<file path="src/rtl/flash_guard_params.svh">
// Offsets, field positions, reset values, geometry and opcodes of the flash guard
`ifndef FLASH_GUARD_PARAMS_SVH
`define FLASH_GUARD_PARAMS_SVH

// ****************************************
// Register offsets and fields
// ****************************************
`define FG_OFF_CTRL 8'h00
`define FG_OFF_STATUS 8'h04
`define FG_OFF_LASTREQ 8'h08
`define FG_CTRL_PROT_LSB 0
`define FG_CTRL_INV_BIT 5
`define FG_CTRL_RST 6'h00
`define FG_STAT_LATCH_BIT 0
`define FG_STAT_FOUR_BIT 1
`define FG_STAT_DOWN_BIT 2

// ****************************************
// Array geometry
// ****************************************
`define FG_ARRAY_BYTES 24'h800000
`define FG_ARRAY_LAST 24'h7FFFFF
`define FG_PAGE_MASK 24'hFFFF00
`define FG_SECTOR_MASK 24'hFFF000
`define FG_BLK32_MASK 24'hFF8000
`define FG_BLK64_MASK 24'hFF0000
`define FG_PAGE_SPAN 24'h0000FF
`define FG_SECTOR_SPAN 24'h000FFF
`define FG_BLK32_SPAN 24'h007FFF
`define FG_BLK64_SPAN 24'h00FFFF
`define FG_SIXTYFOURTH 24'h020000

// ****************************************
// Opcodes and dummy clock counts
// ****************************************
`define FG_OPC_SET_LATCH 8'h06
`define FG_OPC_CLR_LATCH 8'h04
`define FG_OPC_STATUS_WR 8'h01
`define FG_OPC_PAGE_PGM 8'h02
`define FG_OPC_QUAD_PGM 8'h32
`define FG_OPC_SECTOR_ER 8'h20
`define FG_OPC_BLK32_ER 8'h52
`define FG_OPC_BLK64_ER 8'hD8
`define FG_OPC_CHIP_ER_A 8'h60
`define FG_OPC_CHIP_ER_B 8'hC7
`define FG_OPC_SECREG_ER 8'h44
`define FG_OPC_SECREG_PGM 8'h42
`define FG_OPC_READ 8'h03
`define FG_OPC_FAST_READ 8'h0B
`define FG_OPC_DUAL_OUT 8'h3B
`define FG_OPC_QUAD_OUT 8'h6B
`define FG_OPC_DUAL_IO 8'hBB
`define FG_OPC_QUAD_IO 8'hEB
`define FG_OPC_WORD_IO 8'hE7
`define FG_OPC_FOUR_ON 8'h38
`define FG_OPC_FOUR_OFF 8'hFF
`define FG_OPC_RST_ARM 8'h66
`define FG_OPC_RST_GO 8'h99
`define FG_OPC_SLEEP 8'hB9
`define FG_OPC_WAKE 8'hAB
`define FG_DUMMY_FAST 6'd8
`define FG_DUMMY_DUAL_IO 6'd4
`define FG_DUMMY_QUAD_IO 6'd6
`define FG_DUMMY_WORD_IO 6'd4

`endif

</file>
<file path="src/rtl/flash_guard_pkg.sv">
// Types shared by the flash guard and its bench
package flash_guard_pkg;

	// Kind of array-modifying request handed to the array side
	typedef enum logic [3:0] {
		OP_NONE,
		OP_STATUS_WRITE,
		OP_PAGE_PROGRAM,
		OP_SECTOR_ERASE,
		OP_BLOCK32_ERASE,
		OP_BLOCK64_ERASE,
		OP_CHIP_ERASE,
		OP_SECREG_ERASE,
		OP_SECREG_PROGRAM
	} op_kind_e;

	// Accepted request, valid for one cycle
	typedef struct packed {
		logic valid;
		op_kind_e kind;
		logic [23:0] addr;
	} flash_req_s;

endpackage

</file>
<file path="src/rtl/flash_guard.sv">
// Serial flash mode control, write latch and block protection decode
//
// Decided for this implementation: the register offsets and the strobed register port.
`timescale 1ns/1ps
`include "flash_guard_params.svh"

module flash_guard #(
	parameter int REG_ADDR_W = 8
) (
	// Clock and reset
	input wire logic clk,
	input wire logic srst,
	// Flash pins, two-way lines split into in, out, enable
	input wire logic sclk,
	input wire logic csN,
	input wire logic [3:0] ioIn,
	output logic [3:0] ioOut,
	output logic [3:0] ioOe,
	// Array side
	input wire logic [7:0] rdByte,
	output logic byteTake,
	output logic [23:0] readAddr,
	output flash_guard_pkg::flash_req_s req,
	output logic refused,
	// Register port
	input wire logic [REG_ADDR_W-1:0] regAddr,
	input wire logic [31:0] regWdata,
	input wire logic regWr,
	input wire logic regRd,
	output logic [31:0] regRdata
);

	// ****************************************
	// Parameter check
	// ****************************************
	if (REG_ADDR_W < 4 || REG_ADDR_W > 16) begin : g_bad_width
		$error("REG_ADDR_W must lie between 4 and 16");
	end

	// ****************************************
	// Protection decode
	// ****************************************
	// True when [lo,hi] touches the protected region for these control bits
	function automatic logic region_hit(input logic [5:0] ctl, input logic [23:0] lo, input logic [23:0] hi);
		logic [2:0] low;
		logic [23:0] size;
		logic [23:0] rlo;
		logic [23:0] rhi;
		logic hit;
		low = ctl[2:0];
		size = 24'h000000;
		if (low == 3'h7) begin
			size = `FG_ARRAY_BYTES;
		end else if (low != 3'h0 && !ctl[4]) begin
			size = `FG_SIXTYFOURTH << (low - 3'h1);
		end else if (low != 3'h0) begin
			case (low)
				3'h1: size = 24'h001000;
				3'h2: size = 24'h002000;
				3'h3: size = 24'h004000;
				default: size = 24'h008000;
			endcase
		end
		// Bit 3 picks the bottom of the array, otherwise the top
		rlo = ctl[3] ? 24'h000000 : 24'(`FG_ARRAY_BYTES - size);
		rhi = ctl[3] ? 24'(size - 24'h000001) : `FG_ARRAY_LAST;
		hit = (size != 24'h000000) && (hi >= rlo) && (lo <= rhi);
		if (ctl[5]) begin
			// Complement: any part outside the plain region is protected
			hit = (size == 24'h000000) || (lo < rlo) || (hi > rhi);
		end
		return hit;
	endfunction

	// ****************************************
	// Pin synchronisers and edge detection
	// ****************************************
	logic sclkS1_q, sclkS2_q, sclkS3_q;
	logic csS1_q, csS2_q, csS3_q;
	logic [3:0] ioS1_q, ioS2_q;

	// Two stages before use; third stage only for edge finding
	always_ff @(posedge clk) begin
		if (srst) begin
			{sclkS1_q, sclkS2_q, sclkS3_q} <= 3'h0;
			{csS1_q, csS2_q, csS3_q} <= 3'h7;
			ioS1_q <= 4'h0;
			ioS2_q <= 4'h0;
		end else begin
			{sclkS1_q, sclkS2_q, sclkS3_q} <= {sclk, sclkS1_q, sclkS2_q};
			{csS1_q, csS2_q, csS3_q} <= {csN, csS1_q, csS2_q};
			ioS1_q <= ioIn;
			ioS2_q <= ioS1_q;
		end
	end

	// Edge based, so the idle level of the serial clock does not matter
	logic sclkRise, sclkFall, csRise, csHigh;
	assign sclkRise = sclkS2_q & ~sclkS3_q & ~csS2_q;
	assign sclkFall = ~sclkS2_q & sclkS3_q & ~csS2_q;
	assign csRise = csS2_q & ~csS3_q;
	assign csHigh = csS2_q;

	// ****************************************
	// State
	// ****************************************
	logic latch_q, fourLine_q, pdn_q, armed_q;
	logic [5:0] ctrl_q;
	logic [5:0] riseCnt_q;
	logic [7:0] opcode_q;
	logic opValid_q, addrValid_q;
	logic [23:0] shift_q, addr_q;
	logic [7:0] outSh_q;
	logic [2:0] outPos_q;
	logic [3:0] ioOut_q, ioOe_q;
	logic byteTake_q, refused_q;
	logic [23:0] readAddr_q;
	flash_guard_pkg::flash_req_s req_q, lastReq_q;
	logic [31:0] regRdata_q;

	// ****************************************
	// Phase decode of the current frame
	// ****************************************
	logic [5:0] opClks, addrClks, dummyClks, addrEnd, dataStart;
	logic [2:0] addrLanes, dataLanes, inLanes;
	logic isRead, hasAddr;
	assign isRead = opcode_q inside {`FG_OPC_READ, `FG_OPC_FAST_READ, `FG_OPC_DUAL_OUT, `FG_OPC_QUAD_OUT,
		`FG_OPC_DUAL_IO, `FG_OPC_QUAD_IO, `FG_OPC_WORD_IO};
	assign hasAddr = isRead || (opcode_q inside {`FG_OPC_PAGE_PGM, `FG_OPC_QUAD_PGM, `FG_OPC_SECTOR_ER,
		`FG_OPC_BLK32_ER, `FG_OPC_BLK64_ER, `FG_OPC_SECREG_ER, `FG_OPC_SECREG_PGM});
	// Four-line mode sends the opcode as two nibbles
	assign opClks = fourLine_q ? 6'd2 : 6'd8;
	assign addrLanes = fourLine_q ? 3'd4 :
		(opcode_q == `FG_OPC_DUAL_IO) ? 3'd2 :
		(opcode_q inside {`FG_OPC_QUAD_IO, `FG_OPC_WORD_IO}) ? 3'd4 : 3'd1;
	assign dataLanes = fourLine_q ? 3'd4 :
		(opcode_q inside {`FG_OPC_DUAL_OUT, `FG_OPC_DUAL_IO}) ? 3'd2 :
		(opcode_q inside {`FG_OPC_QUAD_OUT, `FG_OPC_QUAD_IO, `FG_OPC_WORD_IO, `FG_OPC_QUAD_PGM}) ? 3'd4 : 3'd1;
	assign addrClks = (addrLanes == 3'd4) ? 6'd6 : (addrLanes == 3'd2) ? 6'd12 : 6'd24;
	assign dummyClks = (opcode_q inside {`FG_OPC_FAST_READ, `FG_OPC_DUAL_OUT, `FG_OPC_QUAD_OUT}) ? `FG_DUMMY_FAST :
		(opcode_q == `FG_OPC_DUAL_IO) ? `FG_DUMMY_DUAL_IO :
		(opcode_q == `FG_OPC_QUAD_IO) ? `FG_DUMMY_QUAD_IO :
		(opcode_q == `FG_OPC_WORD_IO) ? `FG_DUMMY_WORD_IO : 6'd0;
	assign addrEnd = 6'(opClks + (hasAddr ? addrClks : 6'd0));
	assign dataStart = 6'(addrEnd + dummyClks);
	assign inLanes = (riseCnt_q < opClks) ? (fourLine_q ? 3'd4 : 3'd1) :
		(riseCnt_q < addrEnd) ? addrLanes : dataLanes;

	// Shift in one, two or four lanes per rising edge
	logic [23:0] shiftNext;
	assign shiftNext = (inLanes == 3'd4) ? {shift_q[19:0], ioS2_q} :
		(inLanes == 3'd2) ? {shift_q[21:0], ioS2_q[1:0]} : {shift_q[22:0], ioS2_q[0]};
	logic opDone, addrDone;
	assign opDone = sclkRise && (riseCnt_q == 6'(opClks - 6'd1));
	assign addrDone = sclkRise && opValid_q && hasAddr && (riseCnt_q == 6'(addrEnd - 6'd1));

	// Frame counters; everything restarts while chip select is high
	always_ff @(posedge clk) begin
		if (srst || csHigh) begin
			riseCnt_q <= 6'h00;
			opValid_q <= 1'b0;
			addrValid_q <= 1'b0;
			shift_q <= 24'h000000;
		end else if (sclkRise) begin
			riseCnt_q <= (riseCnt_q == 6'h3F) ? riseCnt_q : 6'(riseCnt_q + 6'd1);
			shift_q <= shiftNext;
			opValid_q <= opValid_q | opDone;
			addrValid_q <= addrValid_q | addrDone;
		end
	end

	// Opcode and address holding registers
	always_ff @(posedge clk) begin
		if (srst) begin
			opcode_q <= 8'h00;
			addr_q <= 24'h000000;
		end else begin
			if (opDone) begin
				opcode_q <= shiftNext[7:0];
			end
			if (addrDone) begin
				addr_q <= shiftNext;
			end
		end
	end

	// ****************************************
	// Command execution at the end of a frame
	// ****************************************
	logic execOk, swReset, isModify, needTarget, protHit, doReq;
	flash_guard_pkg::op_kind_e kind;
	logic [23:0] tgtStart, tgtEnd;
	// While powered down only wake and the reset pair get through
	assign execOk = csRise && opValid_q && (!pdn_q ||
		(opcode_q inside {`FG_OPC_WAKE, `FG_OPC_RST_ARM, `FG_OPC_RST_GO}));
	assign swReset = execOk && (opcode_q == `FG_OPC_RST_GO) && armed_q;
	assign kind = (opcode_q == `FG_OPC_STATUS_WR) ? flash_guard_pkg::OP_STATUS_WRITE :
		(opcode_q inside {`FG_OPC_PAGE_PGM, `FG_OPC_QUAD_PGM}) ? flash_guard_pkg::OP_PAGE_PROGRAM :
		(opcode_q == `FG_OPC_SECTOR_ER) ? flash_guard_pkg::OP_SECTOR_ERASE :
		(opcode_q == `FG_OPC_BLK32_ER) ? flash_guard_pkg::OP_BLOCK32_ERASE :
		(opcode_q == `FG_OPC_BLK64_ER) ? flash_guard_pkg::OP_BLOCK64_ERASE :
		(opcode_q inside {`FG_OPC_CHIP_ER_A, `FG_OPC_CHIP_ER_B}) ? flash_guard_pkg::OP_CHIP_ERASE :
		(opcode_q == `FG_OPC_SECREG_ER) ? flash_guard_pkg::OP_SECREG_ERASE :
		(opcode_q == `FG_OPC_SECREG_PGM) ? flash_guard_pkg::OP_SECREG_PROGRAM : flash_guard_pkg::OP_NONE;
	assign isModify = (kind != flash_guard_pkg::OP_NONE);
	assign needTarget = kind inside {flash_guard_pkg::OP_PAGE_PROGRAM, flash_guard_pkg::OP_SECTOR_ERASE,
		flash_guard_pkg::OP_BLOCK32_ERASE, flash_guard_pkg::OP_BLOCK64_ERASE};
	// Align the target to its page, sector or block; sector n sits at n*4096
	assign tgtStart = (kind == flash_guard_pkg::OP_PAGE_PROGRAM) ? (addr_q & `FG_PAGE_MASK) :
		(kind == flash_guard_pkg::OP_SECTOR_ERASE) ? (addr_q & `FG_SECTOR_MASK) :
		(kind == flash_guard_pkg::OP_BLOCK32_ERASE) ? (addr_q & `FG_BLK32_MASK) : (addr_q & `FG_BLK64_MASK);
	assign tgtEnd = (kind == flash_guard_pkg::OP_PAGE_PROGRAM) ? (tgtStart | `FG_PAGE_SPAN) :
		(kind == flash_guard_pkg::OP_SECTOR_ERASE) ? (tgtStart | `FG_SECTOR_SPAN) :
		(kind == flash_guard_pkg::OP_BLOCK32_ERASE) ? (tgtStart | `FG_BLK32_SPAN) : (tgtStart | `FG_BLK64_SPAN);
	// Chip erase runs only when no byte of the array is protected
	assign protHit = needTarget ? region_hit(ctrl_q, tgtStart, tgtEnd) :
		(kind == flash_guard_pkg::OP_CHIP_ERASE) ? region_hit(ctrl_q, 24'h000000, `FG_ARRAY_LAST) : 1'b0;
	assign doReq = execOk && isModify && latch_q && (!needTarget || addrValid_q) && !protHit;

	// Next values of the mode state
	logic latch_d, fourLine_d, pdn_d, armed_d;
	assign latch_d = swReset ? 1'b0 :
		(execOk && opcode_q == `FG_OPC_SET_LATCH) ? 1'b1 :
		(execOk && (opcode_q == `FG_OPC_CLR_LATCH || isModify)) ? 1'b0 : latch_q;
	// A single flag keeps the two command modes exclusive
	assign fourLine_d = swReset ? 1'b0 :
		(execOk && opcode_q == `FG_OPC_FOUR_ON) ? 1'b1 :
		(execOk && opcode_q == `FG_OPC_FOUR_OFF) ? 1'b0 : fourLine_q;
	assign pdn_d = swReset ? 1'b0 :
		(execOk && opcode_q == `FG_OPC_SLEEP) ? 1'b1 :
		(execOk && opcode_q == `FG_OPC_WAKE) ? 1'b0 : pdn_q;
	// Any other accepted command breaks the reset pair
	assign armed_d = execOk ? (opcode_q == `FG_OPC_RST_ARM) : armed_q;

	// Mode state and request pulses
	always_ff @(posedge clk) begin
		if (srst) begin
			latch_q <= 1'b0;
			fourLine_q <= 1'b0;
			pdn_q <= 1'b0;
			armed_q <= 1'b0;
			req_q <= '0;
			refused_q <= 1'b0;
			lastReq_q <= '0;
		end else begin
			latch_q <= latch_d;
			fourLine_q <= fourLine_d;
			pdn_q <= pdn_d;
			armed_q <= armed_d;
			req_q <= doReq ? {1'b1, kind, addr_q} : '0;
			refused_q <= execOk && isModify && !doReq;
			if (doReq) begin
				lastReq_q <= {1'b1, kind, addr_q};
			end
		end
	end

	// ****************************************
	// Read data path
	// ****************************************
	// Reads never consult protection: protected data stays readable
	logic readActive, loadByte;
	logic [7:0] outSrc;
	assign readActive = opValid_q && isRead && !pdn_q && (riseCnt_q >= dataStart);
	assign loadByte = sclkFall && readActive && (outPos_q == 3'h0);
	assign outSrc = (outPos_q == 3'h0) ? rdByte : outSh_q;

	// Output lanes change on falling edges, and are cleared and released while chip select is high
	always_ff @(posedge clk) begin
		if (srst || csHigh) begin
			outSh_q <= 8'h00;
			outPos_q <= 3'h0;
			ioOut_q <= 4'h0;
			ioOe_q <= 4'h0;
		end else if (sclkFall && readActive) begin
			outSh_q <= outSrc << dataLanes;
			outPos_q <= 3'(outPos_q + dataLanes);
			ioOut_q <= (dataLanes == 3'd4) ? outSrc[7:4] :
				(dataLanes == 3'd2) ? {2'b00, outSrc[7:6]} : {2'b00, outSrc[7], 1'b0};
			ioOe_q <= (dataLanes == 3'd4) ? 4'hF : (dataLanes == 3'd2) ? 4'h3 : 4'h2;
		end
	end

	// Byte address toward the array advances after each byte taken
	always_ff @(posedge clk) begin
		if (srst) begin
			readAddr_q <= 24'h000000;
			byteTake_q <= 1'b0;
		end else begin
			byteTake_q <= loadByte;
			if (addrDone) begin
				readAddr_q <= shiftNext;
			end else if (loadByte) begin
				readAddr_q <= 24'(readAddr_q + 24'h000001);
			end
		end
	end

	// ****************************************
	// Register port
	// ****************************************
	logic hitCtrl, hitStatus, hitLast;
	logic [31:0] rdMux;
	assign hitCtrl = (regAddr == REG_ADDR_W'(`FG_OFF_CTRL));
	assign hitStatus = (regAddr == REG_ADDR_W'(`FG_OFF_STATUS));
	assign hitLast = (regAddr == REG_ADDR_W'(`FG_OFF_LASTREQ));
	assign rdMux = hitCtrl ? {26'h0, ctrl_q} :
		hitStatus ? {29'h0, pdn_q, fourLine_q, latch_q} :
		hitLast ? {3'h0, lastReq_q} : 32'h00000000;

	// Control bits steer the protection decode; data valid one cycle after the read strobe
	always_ff @(posedge clk) begin
		if (srst) begin
			ctrl_q <= `FG_CTRL_RST;
			regRdata_q <= 32'h00000000;
		end else begin
			if (regWr && hitCtrl) begin
				ctrl_q <= regWdata[`FG_CTRL_INV_BIT:`FG_CTRL_PROT_LSB];
			end
			regRdata_q <= regRd ? rdMux : 32'h00000000;
		end
	end

	assign ioOut = ioOut_q;
	assign ioOe = ioOe_q;
	assign byteTake = byteTake_q;
	assign readAddr = readAddr_q;
	assign req = req_q;
	assign refused = refused_q;
	assign regRdata = regRdata_q;

	// ****************************************
	// Checks
	// ****************************************
	chk_latch_set: assert property (@(posedge clk) disable iff (srst)
		execOk && opcode_q == `FG_OPC_SET_LATCH && !swReset |=> latch_q)
		else $error("write latch not set by set command");
	chk_latch_clear: assert property (@(posedge clk) disable iff (srst)
		execOk && (isModify || opcode_q == `FG_OPC_CLR_LATCH) |=> !latch_q)
		else $error("write latch not cleared");
	chk_req_needs_latch: assert property (@(posedge clk) disable iff (srst)
		req_q.valid |-> $past(latch_q) && !latch_q)
		else $error("request issued without write latch");
	chk_four_enter: assert property (@(posedge clk) disable iff (srst)
		execOk && opcode_q == `FG_OPC_FOUR_ON |=> fourLine_q)
		else $error("four-line mode not entered");
	chk_four_leave: assert property (@(posedge clk) disable iff (srst)
		execOk && opcode_q == `FG_OPC_FOUR_OFF |=> !fourLine_q)
		else $error("four-line mode not left");
	chk_reset_mode: assert property (@(posedge clk) disable iff (srst)
		swReset |=> !fourLine_q && !latch_q && !pdn_q)
		else $error("reset pair did not restore serial mode");
	chk_down_ignore: assert property (@(posedge clk) disable iff (srst)
		pdn_q && csRise && opValid_q && opcode_q == `FG_OPC_SET_LATCH |=> $stable(latch_q) && pdn_q)
		else $error("command acted on while powered down");
	chk_protect_refuse: assert property (@(posedge clk) disable iff (srst)
		execOk && needTarget && latch_q && protHit |=> refused_q && !req_q.valid)
		else $error("protected target not refused");
	chk_full_protect: assert property (@(posedge clk) disable iff (srst)
		ctrl_q[2:0] == 3'h7 && !ctrl_q[5] && needTarget |-> protHit)
		else $error("whole-array code left a target open");
	chk_idle_release: assert property (@(posedge clk) disable iff (srst)
		csHigh |=> ioOe == 4'h0)
		else $error("data lines driven with chip deselected");

endmodule

</file>
<file path="config.mk">
export PLATFORM = sky130hd
export DESIGN_NAME = flash_guard
export DESIGN_NICKNAME = d
export VERILOG_FILES = /design/src/rtl/flash_guard_pkg.sv /design/src/rtl/flash_guard.sv
export VERILOG_INCLUDE_DIRS = /design/src /design/src/rtl
export SDC_FILE = /design/constraint.sdc
export NUM_CORES = 1
export LEC_CHECK = 0
export BUFFER_PORTS_ARGS = -buffer_cell sky130_fd_sc_hd__buf_4
export CAP_MARGIN = 20
export CORE_UTILIZATION = 53
export CTS_CLUSTER_SIZE = 40
export DETAILED_ROUTE_END_ITERATION = 7
export PLACE_DENSITY = 0.8
export SETUP_SLACK_MARGIN = 0.02
export SKIP_CTS_REPAIR_TIMING = 1
export SYNTH_ARGS = -nofsm -noshare
export SYNTH_HDL_FRONTEND = slang
export SYNTH_SLANG_ARGS = --single-unit
</file>
<file path="constraint.sdc">
create_clock -name clk -period 5.8 [get_ports clk]
set_clock_uncertainty 0.05 [all_clocks]
set_input_delay 1.16 -clock clk [delete_from_list [all_inputs] [get_ports clk]]
set_output_delay 1.16 -clock clk [all_outputs]
set_load 0.01 [all_outputs]
</file>
==> Yosys cells after proc, flatten, opt, wreduce, memory -nomap -nowiden <==
Index checks and enable logic that the tools add are counted.
{ "totals": {"ff_bits": 222, "input_bits": 58, "out_inout_bits": 95, "word_cells": 248} }
{ "op_classes": {"n_addsub": 10, "n_lt_le_gt_ge": 11, "n_eq_ne": 45, "shifts": 2, "n_mux": 60, "bitwise": 15, "n_reduce_logical": 70} }
{ "op_table": {"columns": ["operator", "count"], "rows": [
  ["24-bit 2-to-1 mux", 8],
  ["16-bit 2-to-1 mux", 7],
  ["8-bit equality test, second input constant", 9],
  ["8-bit by 7-bit equality test with 1-bit output, second input constant", 6],
  ["4-bit 2-to-1 mux", 12],
  ["16-bit one-hot mux with 3 select lines", 1],
  ["3-bit 2-to-1 mux", 12],
  ["8-bit by 6-bit equality test with 1-bit output, second input constant", 4],
  ["1-bit logical AND", 30],
  ["29-bit 2-to-1 mux", 1],
  ["24-bit by 1-bit adder with 24-bit output, second input constant", 1],
  ["8-bit by 3-bit equality test with 1-bit output, second input constant", 3],
  ["23-bit by 24-bit greater-or-equal comparator with 1-bit output, first input constant", 1],
  ["24-bit greater-or-equal comparator", 1],
  ["23-bit by 24-bit greater-than comparator with 1-bit output, first input constant", 1],
  ["24-bit greater-than comparator", 1],
  ["1-bit by 24-bit <= comparator with 1-bit output, first input constant", 1],
  ["24-bit <= comparator", 1],
  ["24-bit logical NOT", 1],
  ["1-bit by 24-bit < comparator with 1-bit output, first input constant", 1],
  ["24-bit < comparator", 1],
  ["24-bit nonzero test", 1],
  ["18-bit by 3-bit left shift with 24-bit output, first input constant", 1],
  ["24-bit by 1-bit subtractor with 24-bit output, second input constant", 1],
  ["other kinds (41)", 107]
]} }

==> Longest topological paths before layout <==
Gate-level depths: netlist of the first run.
{ "depth": {"depth_word": 25, "ltp_mapped": 23, "depth_no_buf": 20} }

==> Worst setup path after synthesis of the first run <==
Ideal clock, no wire load.
{ "synth_path": {"path_kind": "register -> register", "from": "reg opcode_q[3]", "to": "reg readAddr_q[21] (netlist: readAddr[21])", "setup_time_ns": 0.115, "arrival_ns": 4.398, "required_ns": 5.635, "setup_slack_ns": 1.237, "path_stages_with_launch": 22, "n_path_buf": 2, "synth_period_minus_slack_ns": 4.563, "path_cell_list": "dfxtp_1 clkbuf_1 clkbuf_1 nor2_1 nand4_1 inv_1 nor3_1 nor2_1 ha_1 ha_1 fa_1 a21oi_1 nor2_1 xnor2_1 ha_1 nor2_1 nor2_1 o2111a_1 nand3_1 nor4_1 xor2_1 a21bo_2"} }
{ "synth_between": {"elab_chain_cells": 17, "elab_cells_between_ends": 57, "classes_between": "3 x add/sub; 2 x order compare; 19 x eq/ne; 18 x mux; 15 x reduce/logical"} }
{ "synth_rtl": {"columns": ["item", "line_no", "rtl"], "rows": [
  ["start, declared", "flash_guard.sv:110", "logic [7:0] opcode_q;"],
  ["start signal, assigned", "flash_guard.sv:179", "opcode_q <= shiftNext[7:0];"],
  ["branches (longest 17 deep; another with 4-bit by 5-bit adder with 6-bit output)", null, null],
  ["end signal, assigned", "flash_guard.sv:292", "readAddr_q <= shiftNext;"],
  ["end signal, assigned", "flash_guard.sv:294", "readAddr_q <= 24'(readAddr_q + 24'h000001);"],
  ["end, declared", "flash_guard.sv:117", "logic [23:0] readAddr_q;"]
]} }
Several ways; the timed one is not identified.
A chain may end at the register's enable or synchronous reset.

==> Final worst setup path of the first run <==
{ "layout_path": {"from": "reg opcode_q[1]", "to": "reg readAddr_q[21] (netlist: readAddr[21])"} }
The elaborated chain is that of the path after synthesis.

==> results.yml, run 1 <==
route:
  final_antenna_net_count: 0
  wl_per_cell_um: 17.4
  dr.pass1.iters: 5
  viasPerCell: 5.87
  drc: 0
  drt_iter0_drc: 854
  routed_wl_mm: 30.7
  vias: 10300
clocking:
  clkTransAtPathRegs_ns: 0.06
  tritoncts: "yes"
  cts_buffer_depth: 3
  clk_latency_ns: 0.53
  numCtsBuffers: 23
  cts.sinks: 218
  cts_root_buf: "clkbuf_16"
  h-tree-depth: 1
yosys:
  yosys.area_share.xor_xnor_pct: 3.84
  synth_top_family_by_area: "simple AND/OR/NAND/NOR gates"
  synth_cell_type_count: 73
  synth_enable_flop_cells: 0
  syn_area_um2: 11400
  synth-seq-cells: 218
  synthCells: 1381
  yosys_warnings: 0
  yosys.area_share.simple_pct: 24.4
  ys.flop_type: "dfxtp_1"
  synth_fa_ha_area_share_pct: 6.37
  async_reset_ff_share_pct: 0
  synthMuxAreaShare_pct: 4.12
  ys_seq_area_share_pct: 38.2
  syn_area_per_cell_um2: 8.28
  synth_compound_area_share_pct: 17.9
run:
  maxCapViolCount: 0
floorplan:
  initial_core_util_pct: 54.2
  pin_count: 153
  dieWidth_um: 149
  core_area_um2: 21100
  rows: 53
  dieArea_um2: 22200
  die_h_um: 149
pwr:
  leakage_nw: 5.53
  ir_drop_mv: 0.241
  p_total_w: 0.00306
  powerDensity_nw_per_um2: 229
placed_design:
  pre_cts_ws_ns: 0.375
  gp_congestion: 0.955
  placed_area_um2: 12600
  port_buffers: 123
  hpwl_mm: 22.0
critical_path:
  cp.arrival_ns: 5.67
  max_stage_delay_ns: 0.53
  cp-start-kind: "flip-flop"
  path_class: "flip-flop to flip-flop"
  cp_max_fo: 10
  slowest_stage: "dfxtp_1"
  crit_top_cell: "nor2_1"
  endpoint_kind: "flip-flop"
  crit_chain: "or3b_4, a2111oi_4, a21o_1, nor3_1, nor3_1, ha_1, a21oi_1, and4_1, nor3_2, inv_1, nor2_1, xnor2_1, ha_1, nor2_1, nor2_1, o2111a_1, nand3_2, nor4_1, xor2_1, a21bo_2"
  required_ns: 6.18
sta:
  tightest_slew_ns: 1.08
  hold_viol: 0
  post-route-period-util_pct: 91.3
  setup_ws_ns: 0.504
  fin_setup_tns_ns: 0
  max_freq_ghz: 0.189
  drv_slew: 0
  slew_headroom_pct: 28.3
  setup_violations: 0
  min_period_ns: 5.30
  rsz0062_at_grt: "false"
final_layout:
  drive_gt1_share_pct: 15.8
  final_area_um2: 13300
  num_antenna_cells: 0
  synthToLayoutAreaGrowth_pct: 16.7
  nets: 1583
global_route:
  grt_pass1_wl_mm: 49.3
  antenna_found_initial: 0
  first_global_vias: 9697
  grt_max_degree: 48
  track_usage_pct: 27.5
  overflow: 0
min_path:
  holdCritPathClass: "flip-flop to flip-flop"
status:
  outcome: "complete, no violations"
==> path summary, 6_finish.rpt <==
| kind | start | to | slack, ns | cells past startpoint |
|---|---|---|---|---|
| hold reg to reg | csS1_q$_SDFF_PP1_ | csHigh$_SDFF_PP1_ | 0.37 | 1 |
| setup / recovery | opcode_q[1]$_SDFFE_PP0P_ | readAddr[21]$_SDFFE_PP0P_ | 0.50 | 20 |
| hold / removal | csS1_q$_SDFF_PP1_ | csHigh$_SDFF_PP1_ | 0.37 | 1 |
| setup reg to reg | opcode_q[1]$_SDFFE_PP0P_ | readAddr[21]$_SDFFE_PP0P_ | 0.50 | 20 |
==> cells in the mapped netlist (4+ instances only) <==
cell,count,area (µm²)
nand2_1,221,830
and2_1,32,200
xnor2_1,14,123
clkbuf_1,61,229
o211ai_1,49,368
or3_1,11,68.8
nor3b_1,6,45.0
buf_2,10,50.1
a22o_1,4,35.0
nor4_1,22,138
dfxtp_1,218,4360
nor2b_1,21,131
o21a_1,13,97.6
nor3_1,26,130
mux2i_1,38,380
inv_1,54,203
a21oi_1,78,390
nor4bb_1,4,40.0
nand3_1,33,165
a21o_1,17,128
and4_1,10,87.6
mux2_2,8,90.1
nand2b_1,10,62.6
buf_4,7,52.6
nand3b_1,5,37.5
a2111oi_0,4,35.0
a211oi_1,15,113
nand4_1,20,125
xor2_1,31,272
or2_2,10,62.6
o21ai_0,54,270
o22ai_1,7,43.8
buf_1,5,18.8
and3_1,38,238
or3b_2,4,35.0
nor2_1,86,323
o21bai_1,14,105
a31oi_1,4,25.0
a21bo_2,6,60.1
ha_1,55,688
==> per-layer routing <==
metal / up-vias / track usage, % / part of all wire (%)
met5: - / 0 / 0
met3: 57 / 3.73 / 6.6
met1: 4834 / 35.9 / 44
met4: 0 / 9.03 / 2.7
met2: 387 / 46.7 / 47
li1: 5055 / - / -
==> where the power goes <==
group          internal [W]  switching (W)  total (W)
sequential          0.00150     0.00000258    0.00150
clock              0.000858       0.000636    0.00149
combinational     0.0000224      0.0000365  0.0000589
==> metrics by stage <==
step / hold slack, ns / util (%) / cells
finish: 0.365 / 63.3 / 1760
global route: 0.402 / 63.3 / 1760
detailed placement: 0.348 / 59.5 / 1718
floorplan: 0.339 / - / 1383
CTS: 0.363 / 63.2 / 1760
global placement: 0.348 / 59.5 / 1718
==> placed cells by master, fill, tap and decap left out, drive strengths merged, types with 5 or more instances in the layout <==
cell type / n
and4: 10
inv: 56
or3: 11
nand2b: 10
a21o: 17
nand3b: 5
nand4: 20
a211oi: 15
o21a: 13
clkinv: 11
nand2: 221
or2: 10
a21oi: 79
o21ai: 54
clkbuf: 26
and2: 33
xor2: 31
nor3b: 6
ha: 55
nor4: 22
buf: 146
o211ai: 49
nor3: 27
nand3: 33
nor2b: 21
and3: 38
dfxtp: 218
mux2i: 38
o22ai: 7
a21bo: 6
xnor2: 14
or3b: 5
a2111oi: 5
nor2: 86
o21bai: 14
mux2: 8
==> final cells by class <==
| cell class | count | area [µm²] |
|---|---|---|
| repair buffers | 146 | 1110 |
| inverters | 56 | 210 |
| clock buffers | 26 | 607 |
| fillers | 1781 | 7740 |
| clock inverters | 16 | 170 |
| flip-flops and latches | 218 | 4370 |
| well taps | 275 | 344 |
| multi-input cells | 1023 | 6540 |
==> worst max-delay path, delay by kind of cell (launching register included) <==
kind / cells / cell delay, ns
AND/OR/NAND/NOR: 10 / 2.38
AO/OA/AOI/OAI: 5 / 1.27
XOR/XNOR: 2 / 0.27
flip-flops: 1 / 0.53
adder cells (fa/ha/maj): 2 / 0.49
buffers and inverters: 1 / 0.22
==> cell families (layout without fill, tap and decap cells) <==
kind of cell / after synthesis / after routing
fa+ha+maj: 57 / 57
mux: 46 / 46
buf+inv: 142 / 244
flops: 218 / 218
compound gates: 303 / 303
xor+xnor: 47 / 47
other cells: 1 / 3
simple gates: 567 / 567
==> sequential cells by signal, indices dropped and copies added, names as in the netlist, 4 cells and up <==
| signal | cells |
|---|---|
| shift_q | 23 |
| opcode_q | 8 |
| addr_q | 24 |
| riseCnt_q | 6 |
| regRdata | 29 |
| req | 29 |
| lastReq_q | 29 |
| ioOut | 4 |
| ctrl_q | 6 |
| readAddr | 24 |
| outSh_q | 8 |
| ioS2_q | 4 |
| ioS1_q | 4 |
Power figures use the tool's default switching activity.
==> run 2: changes to the inputs <==
--- a/config.mk
+++ b/config.mk
@@ -7,11 +7,10 @@
 export NUM_CORES = 1
 export LEC_CHECK = 0
 export BUFFER_PORTS_ARGS = -buffer_cell sky130_fd_sc_hd__buf_4
-export CAP_MARGIN = 20
 export CORE_UTILIZATION = 53
 export CTS_CLUSTER_SIZE = 40
 export DETAILED_ROUTE_END_ITERATION = 7
-export PLACE_DENSITY = 0.8
+export PLACE_DENSITY = 0.74
 export SETUP_SLACK_MARGIN = 0.02
 export SKIP_CTS_REPAIR_TIMING = 1
 export SYNTH_ARGS = -nofsm -noshare
==> constraint.sdc (replaced) <==
create_clock -name clk -period 5.8 [get_ports clk]
set_clock_uncertainty 0.05 [all_clocks]
set_input_delay 1.16 -clock clk [delete_from_list [all_inputs] [get_ports clk]]
set_output_delay 1.16 -clock clk [all_outputs]
set_load 0.005 [all_outputs]
==> run 2 against run 1 <==
  * Final cell count stayed put
  * Core utilization is 0.21 points lower
  * Routed wire length is 0.52% lower
  * Largest power group unchanged
==> results.yml, run 2 (same netlist as run 1, synthesis figures left out) <==
sta:
  rsz0062_at_grt: "false"
  drv_slew: 0
  tightest_slew_ns: 1.05
  slew_headroom_pct: 29.9
  max_freq_ghz: 0.185
  post-route-period-util_pct: 93.1
  hold_viol: 0
  holdWs_ns: 0.366
  fin_setup_tns_ns: 0
  setup_violations: 0
  min_period_ns: 5.40
critical_path:
  cp.arrival_ns: 5.77
  r2r_slack_ns: 0.40
  required_ns: 6.17
  path_class: "flip-flop to flip-flop"
  cp-start-kind: "flip-flop"
  endpoint_kind: "flip-flop"
  cp_max_fo: 18
clocking:
  clk_latency_ns: 0.52
  clkTransAtPathRegs_ns: 0.06
  h-tree-depth: 1
  numCtsBuffers: 23
  cts_root_buf: "clkbuf_16"
  cts_buffer_depth: 3
  tritoncts: "yes"
  cts.sinks: 218
placed_design:
  gp_congestion: 0.946
  port_buffers: 123
  place_inst: 1718
  hpwl_mm: 22.0
status:
  outcome: "complete, no violations"
run:
  maxCapViolCount: 0
final_layout:
  num_antenna_cells: 0
  layout_commonest_cell: "nand2_1"
  synthToLayoutAreaGrowth_pct: 16.4
  nets: 1583
  filler_cell_count: 1849
  drive_gt1_share_pct: 15.3
  final_cell_mix: "221 x nand2_1, 217 x dfxtp_1, 145 x buf_4"
  stdcell_count: 1760
  fin_util_pct: 63.1
global_route:
  track_usage_pct: 27.3
  grt_most_used_layer: "met2"
  grt_max_degree: 50
  grt_pass1_wl_mm: 48.7
  antenna_found_initial: 1
  groute.layer.met3.usage_pct: 3.12
  first_global_vias: 9352
  grtUsageMet1_pct: 37.6
  overflow: 0
  globalRouteMet2Util_pct: 44.0
route:
  drt_iter0_drc: 950
  dr.pass1.iters: 5
  vias: 10200
  final_antenna_net_count: 0
  wl_per_cell_um: 17.3
  drc: 0
  routed_wl_mm: 30.5
  viasPerCell: 5.82
floorplan:
  dieWidth_um: 149
  pin_count: 153
  die_h_um: 149
  dieArea_um2: 22200
  core_area_um2: 21100
  initial_core_util_pct: 54.2
  rows: 53
pwr:
  powerDensity_nw_per_um2: 225
  leakage_nw: 5.52
  ir_drop_mv: 0.211
min_path:
  holdCritPathClass: "flip-flop to flip-flop"
==> run 2: through the flow <==
step | power [W] | area [µm²] | setup WS [ns]
CTS | 0.00303 | 13300 | 0.440
floorplan | 0.00157 | 11400 | 1.24
global placement | 0.00159 | 12600 | 0.515
global route | 0.00309 | 13300 | 0.118
detailed placement | 0.00159 | 12600 | 0.449
finish | 0.00300 | 13300 | 0.399
==> run 2: worst paths after layout <==
kind / startpoint / endpoint / cells after the start
max: opcode_q[7]$_SDFFE_PP0P_ / readAddr[21]$_SDFFE_PP0P_ / 20
min: csS1_q$_SDFF_PP1_ / csHigh$_SDFF_PP1_ / 1
max reg2reg: opcode_q[7]$_SDFFE_PP0P_ / readAddr[21]$_SDFFE_PP0P_ / 20
min reg2reg: csS1_q$_SDFF_PP1_ / csHigh$_SDFF_PP1_ / 1
==> run 2: worst max-delay path: stages, from the launching register on <==
cell       delay (ns)
dfxtp_1          0.50
or3b_4           0.49
a2111oi_4        0.48
a21o_1           0.17
nor3_1           0.08
nor3_1           0.20
ha_1             0.23
a21oi_1          0.06
and4_1           0.24
nor3_2           0.36
inv_1            0.19
nor2_1           0.17
xnor2_1          0.15
ha_1             0.24
nor2_1           0.07
nor2_1           0.17
o2111a_1         0.30
nand3_1          0.37
nor4_1           0.44
xor2_1           0.12
a21bo_2          0.22
==> run 2: layout make-up <==
| cell class | count | area (µm²) | share of cell area, % |
|---|---|---|---|
| tap | 275 | 344 | 2.59 |
| timing repair buffer | 146 | 1110 | 8.33 |
| clock inverter | 10 | 96.3 | 0.724 |
| inverter | 56 | 210 | 1.58 |
| sequential | 218 | 4370 | 32.8 |
| multi-input combinational | 1023 | 6530 | 49.1 |
| clock buffer | 32 | 649 | 4.88 |
==> run 2: report_power, final <==
part | internal, W | leakage [nW] | switching, W
Sequential | 0.00150 | 1.76 | 0.00000217
Clock | 0.000834 | 0.370 | 0.000604
Combinational | 0.0000224 | 3.39 | 0.0000353
==> run 2: per-layer routing <==
metal  vias up  routed length, µm
li1       5036                  -
met1      4781              13900
met2       353              13900
met3        67               1710
met4         2               1070
met5         -                 13
==> run 3: changes to the inputs <==
--- a/config.mk
+++ b/config.mk
@@ -7,10 +7,12 @@
 export NUM_CORES = 1
 export LEC_CHECK = 0
 export BUFFER_PORTS_ARGS = -buffer_cell sky130_fd_sc_hd__buf_4
-export CORE_UTILIZATION = 53
+export CELL_PAD_IN_SITES_DETAIL_PLACEMENT = 0
+export CELL_PAD_IN_SITES_GLOBAL_PLACEMENT = 1
+export CORE_UTILIZATION = 44
 export CTS_CLUSTER_SIZE = 40
 export DETAILED_ROUTE_END_ITERATION = 7
-export PLACE_DENSITY = 0.74
+export PLACE_DENSITY_LB_ADDON = 0.1
 export SETUP_SLACK_MARGIN = 0.02
 export SKIP_CTS_REPAIR_TIMING = 1
 export SYNTH_ARGS = -nofsm -noshare
==> run 3 against run 2 <==
  * Count of clock-buffer cells in the layout grew 4
  * Combinational power grew 3%
  * Sequential cell count is the same
  * Final cell count grew 3.6%
  * Core utilization shrank 9.7 points
  * Die area grew 20%
  * Critical path type unchanged
  * Largest cell class unchanged
==> results.yml, run 3 (same netlist as run 1, synthesis figures left out) <==
global_route:
  antenna_found_initial: 0
  first_global_vias: 9369
  grt_pass1_wl_mm: 51.0
  groute.layer.met3.usage_pct: 2.39
  overflow: 0
  globalRouteMet2Util_pct: 38.8
  grt_max_degree: 48
  track_usage_pct: 23.9
  grtUsageMet1_pct: 33.9
  grt_most_used_layer: "met2"
clocking:
  numCtsBuffers: 25
  cts_root_buf: "clkbuf_16"
  h-tree-depth: 1
  clkTransAtPathRegs_ns: 0.06
  cts_buffer_depth: 3
  tritoncts: "yes"
  clk_latency_ns: 0.53
  cts.sinks: 218
final_layout:
  num_antenna_cells: 0
  nets: 1590
  final-seq-area_um2: 4370
  final_cell_mix: "221 x nand2_1, 216 x dfxtp_1, 150 x buf_4"
  stdcell_count: 1823
  layout_commonest_cell: "nand2_1"
  filler_cell_count: 2474
  drive_gt1_share_pct: 15.8
  synthToLayoutAreaGrowth_pct: 18.2
  multi_input_area_um2: 6530
route:
  drc: 0
  final_antenna_net_count: 0
  routed_wl_mm: 31.9
  drt_iter0_drc: 711
  vias: 10100
  dr.pass1.iters: 5
  wl_per_cell_um: 17.5
  viasPerCell: 5.52
sta:
  min_period_ns: 5.29
  hold_viol: 0
  tightest_slew_ns: 1.00
  slew_headroom_pct: 32.5
  rsz0062_at_grt: "false"
  post-route-period-util_pct: 91.1
  fin_setup_tns_ns: 0
  setup_violations: 0
  drv_slew: 0
  max_freq_ghz: 0.189
floorplan:
  pin_count: 153
  dieArea_um2: 26600
  dieWidth_um: 163
  initial_core_util_pct: 45.1
  die_h_um: 163
  rows: 58
  core_area_um2: 25300
placed_design:
  place_inst: 1778
  port_buffers: 123
  hpwl_mm: 23.3
  gp_congestion: 0.879
status:
  outcome: "complete, no violations"
min_path:
  holdCritPathClass: "flip-flop to flip-flop"
critical_path:
  path_class: "flip-flop to flip-flop"
  required_ns: 6.17
  cp-start-kind: "flip-flop"
  cp_max_fo: 13
  r2r_slack_ns: 0.51
  endpoint_kind: "flip-flop"
  cp.arrival_ns: 5.65
pwr:
  ir_drop_mv: 0.235
  powerDensity_nw_per_um2: 234
  leakage_nw: 5.60
  p_total_w: 0.00316
run:
  maxCapViolCount: 0
-- run 3: cell types whose count changed in the layout (fill, tap and decap cells not counted), sizes merged --
cell      delta
buf          +5
bufinv       +1
clkbuf       +4
clkinv       -2
clkinvlp     -1
inv          +1
-- run 3: cell type report --
| cell class | instances | share of cell area, % |
|---|---|---|
| Clock inverter | 9 | 0.870 |
| Timing Repair Buffer | 151 | 8.48 |
| Tap cell | 330 | 3.06 |
| Sequential cell | 218 | 32.3 |
| Clock buffer | 36 | 5.38 |
| Inverter | 56 | 1.56 |
| Multi-Input combinational cell | 1023 | 48.3 |
-- run 3: metrics by stage --
stage	instance area, µm²	hold slack (ns)	worst slack (ns)	utilization (%)
floorplan	11400	0.339	1.24	-
global placement	12700	0.347	0.399	50.0
detailed placement	12700	0.351	0.362	50.0
CTS	13500	0.364	0.347	53.3
global route	13500	0.394	0.0267	53.3
finish	13500	0.360	0.514	53.3
-- run 3: per-layer routing --
layer,up-vias,share of wire [%],wire length (µm)
met5,-,0,0
met4,0,2.0,624
met3,42,3.6,1160
met2,225,46,14600
met1,4740,49,15500
li1,5051,-,-
-- run 3: report_power, final --
part,internal (W),switching (W),total [W]
clock,0.000965,0.000632,0.00160
combinational,0.0000229,0.0000364,0.0000593
sequential,0.00150,0.00000243,0.00150
-- run 3: critical path, stage by stage (launching register included) --
cell and delay, ns:
dfxtp_1 0.61, buf_4 0.26, nor2b_1 0.07, nand4_1 0.24, inv_1 0.10, nor3_1 0.36, nor3_1 0.10, ha_1 0.34
a211oi_1 0.45, nor3_2 0.15, inv_1 0.21, nor2_1 0.09, xnor2_1 0.13, ha_1 0.28, nor2_1 0.05, nor2_1 0.17
o2111a_1 0.35, nand3_1 0.38, nor4_1 0.43, xor2_1 0.11, a21bo_2 0.22
-- run 3: path summary, 6_finish.rpt --
kind | startpoint | end | cells after the start
setup reg to reg | opcode_q[5]$_SDFFE_PP0P_ | readAddr[21]$_SDFFE_PP0P_ | 20
hold / removal | csS1_q$_SDFF_PP1_ | csHigh$_SDFF_PP1_ | 1
setup / recovery | opcode_q[5]$_SDFFE_PP0P_ | readAddr[21]$_SDFFE_PP0P_ | 20
hold reg to reg | csS1_q$_SDFF_PP1_ | csHigh$_SDFF_PP1_ | 1
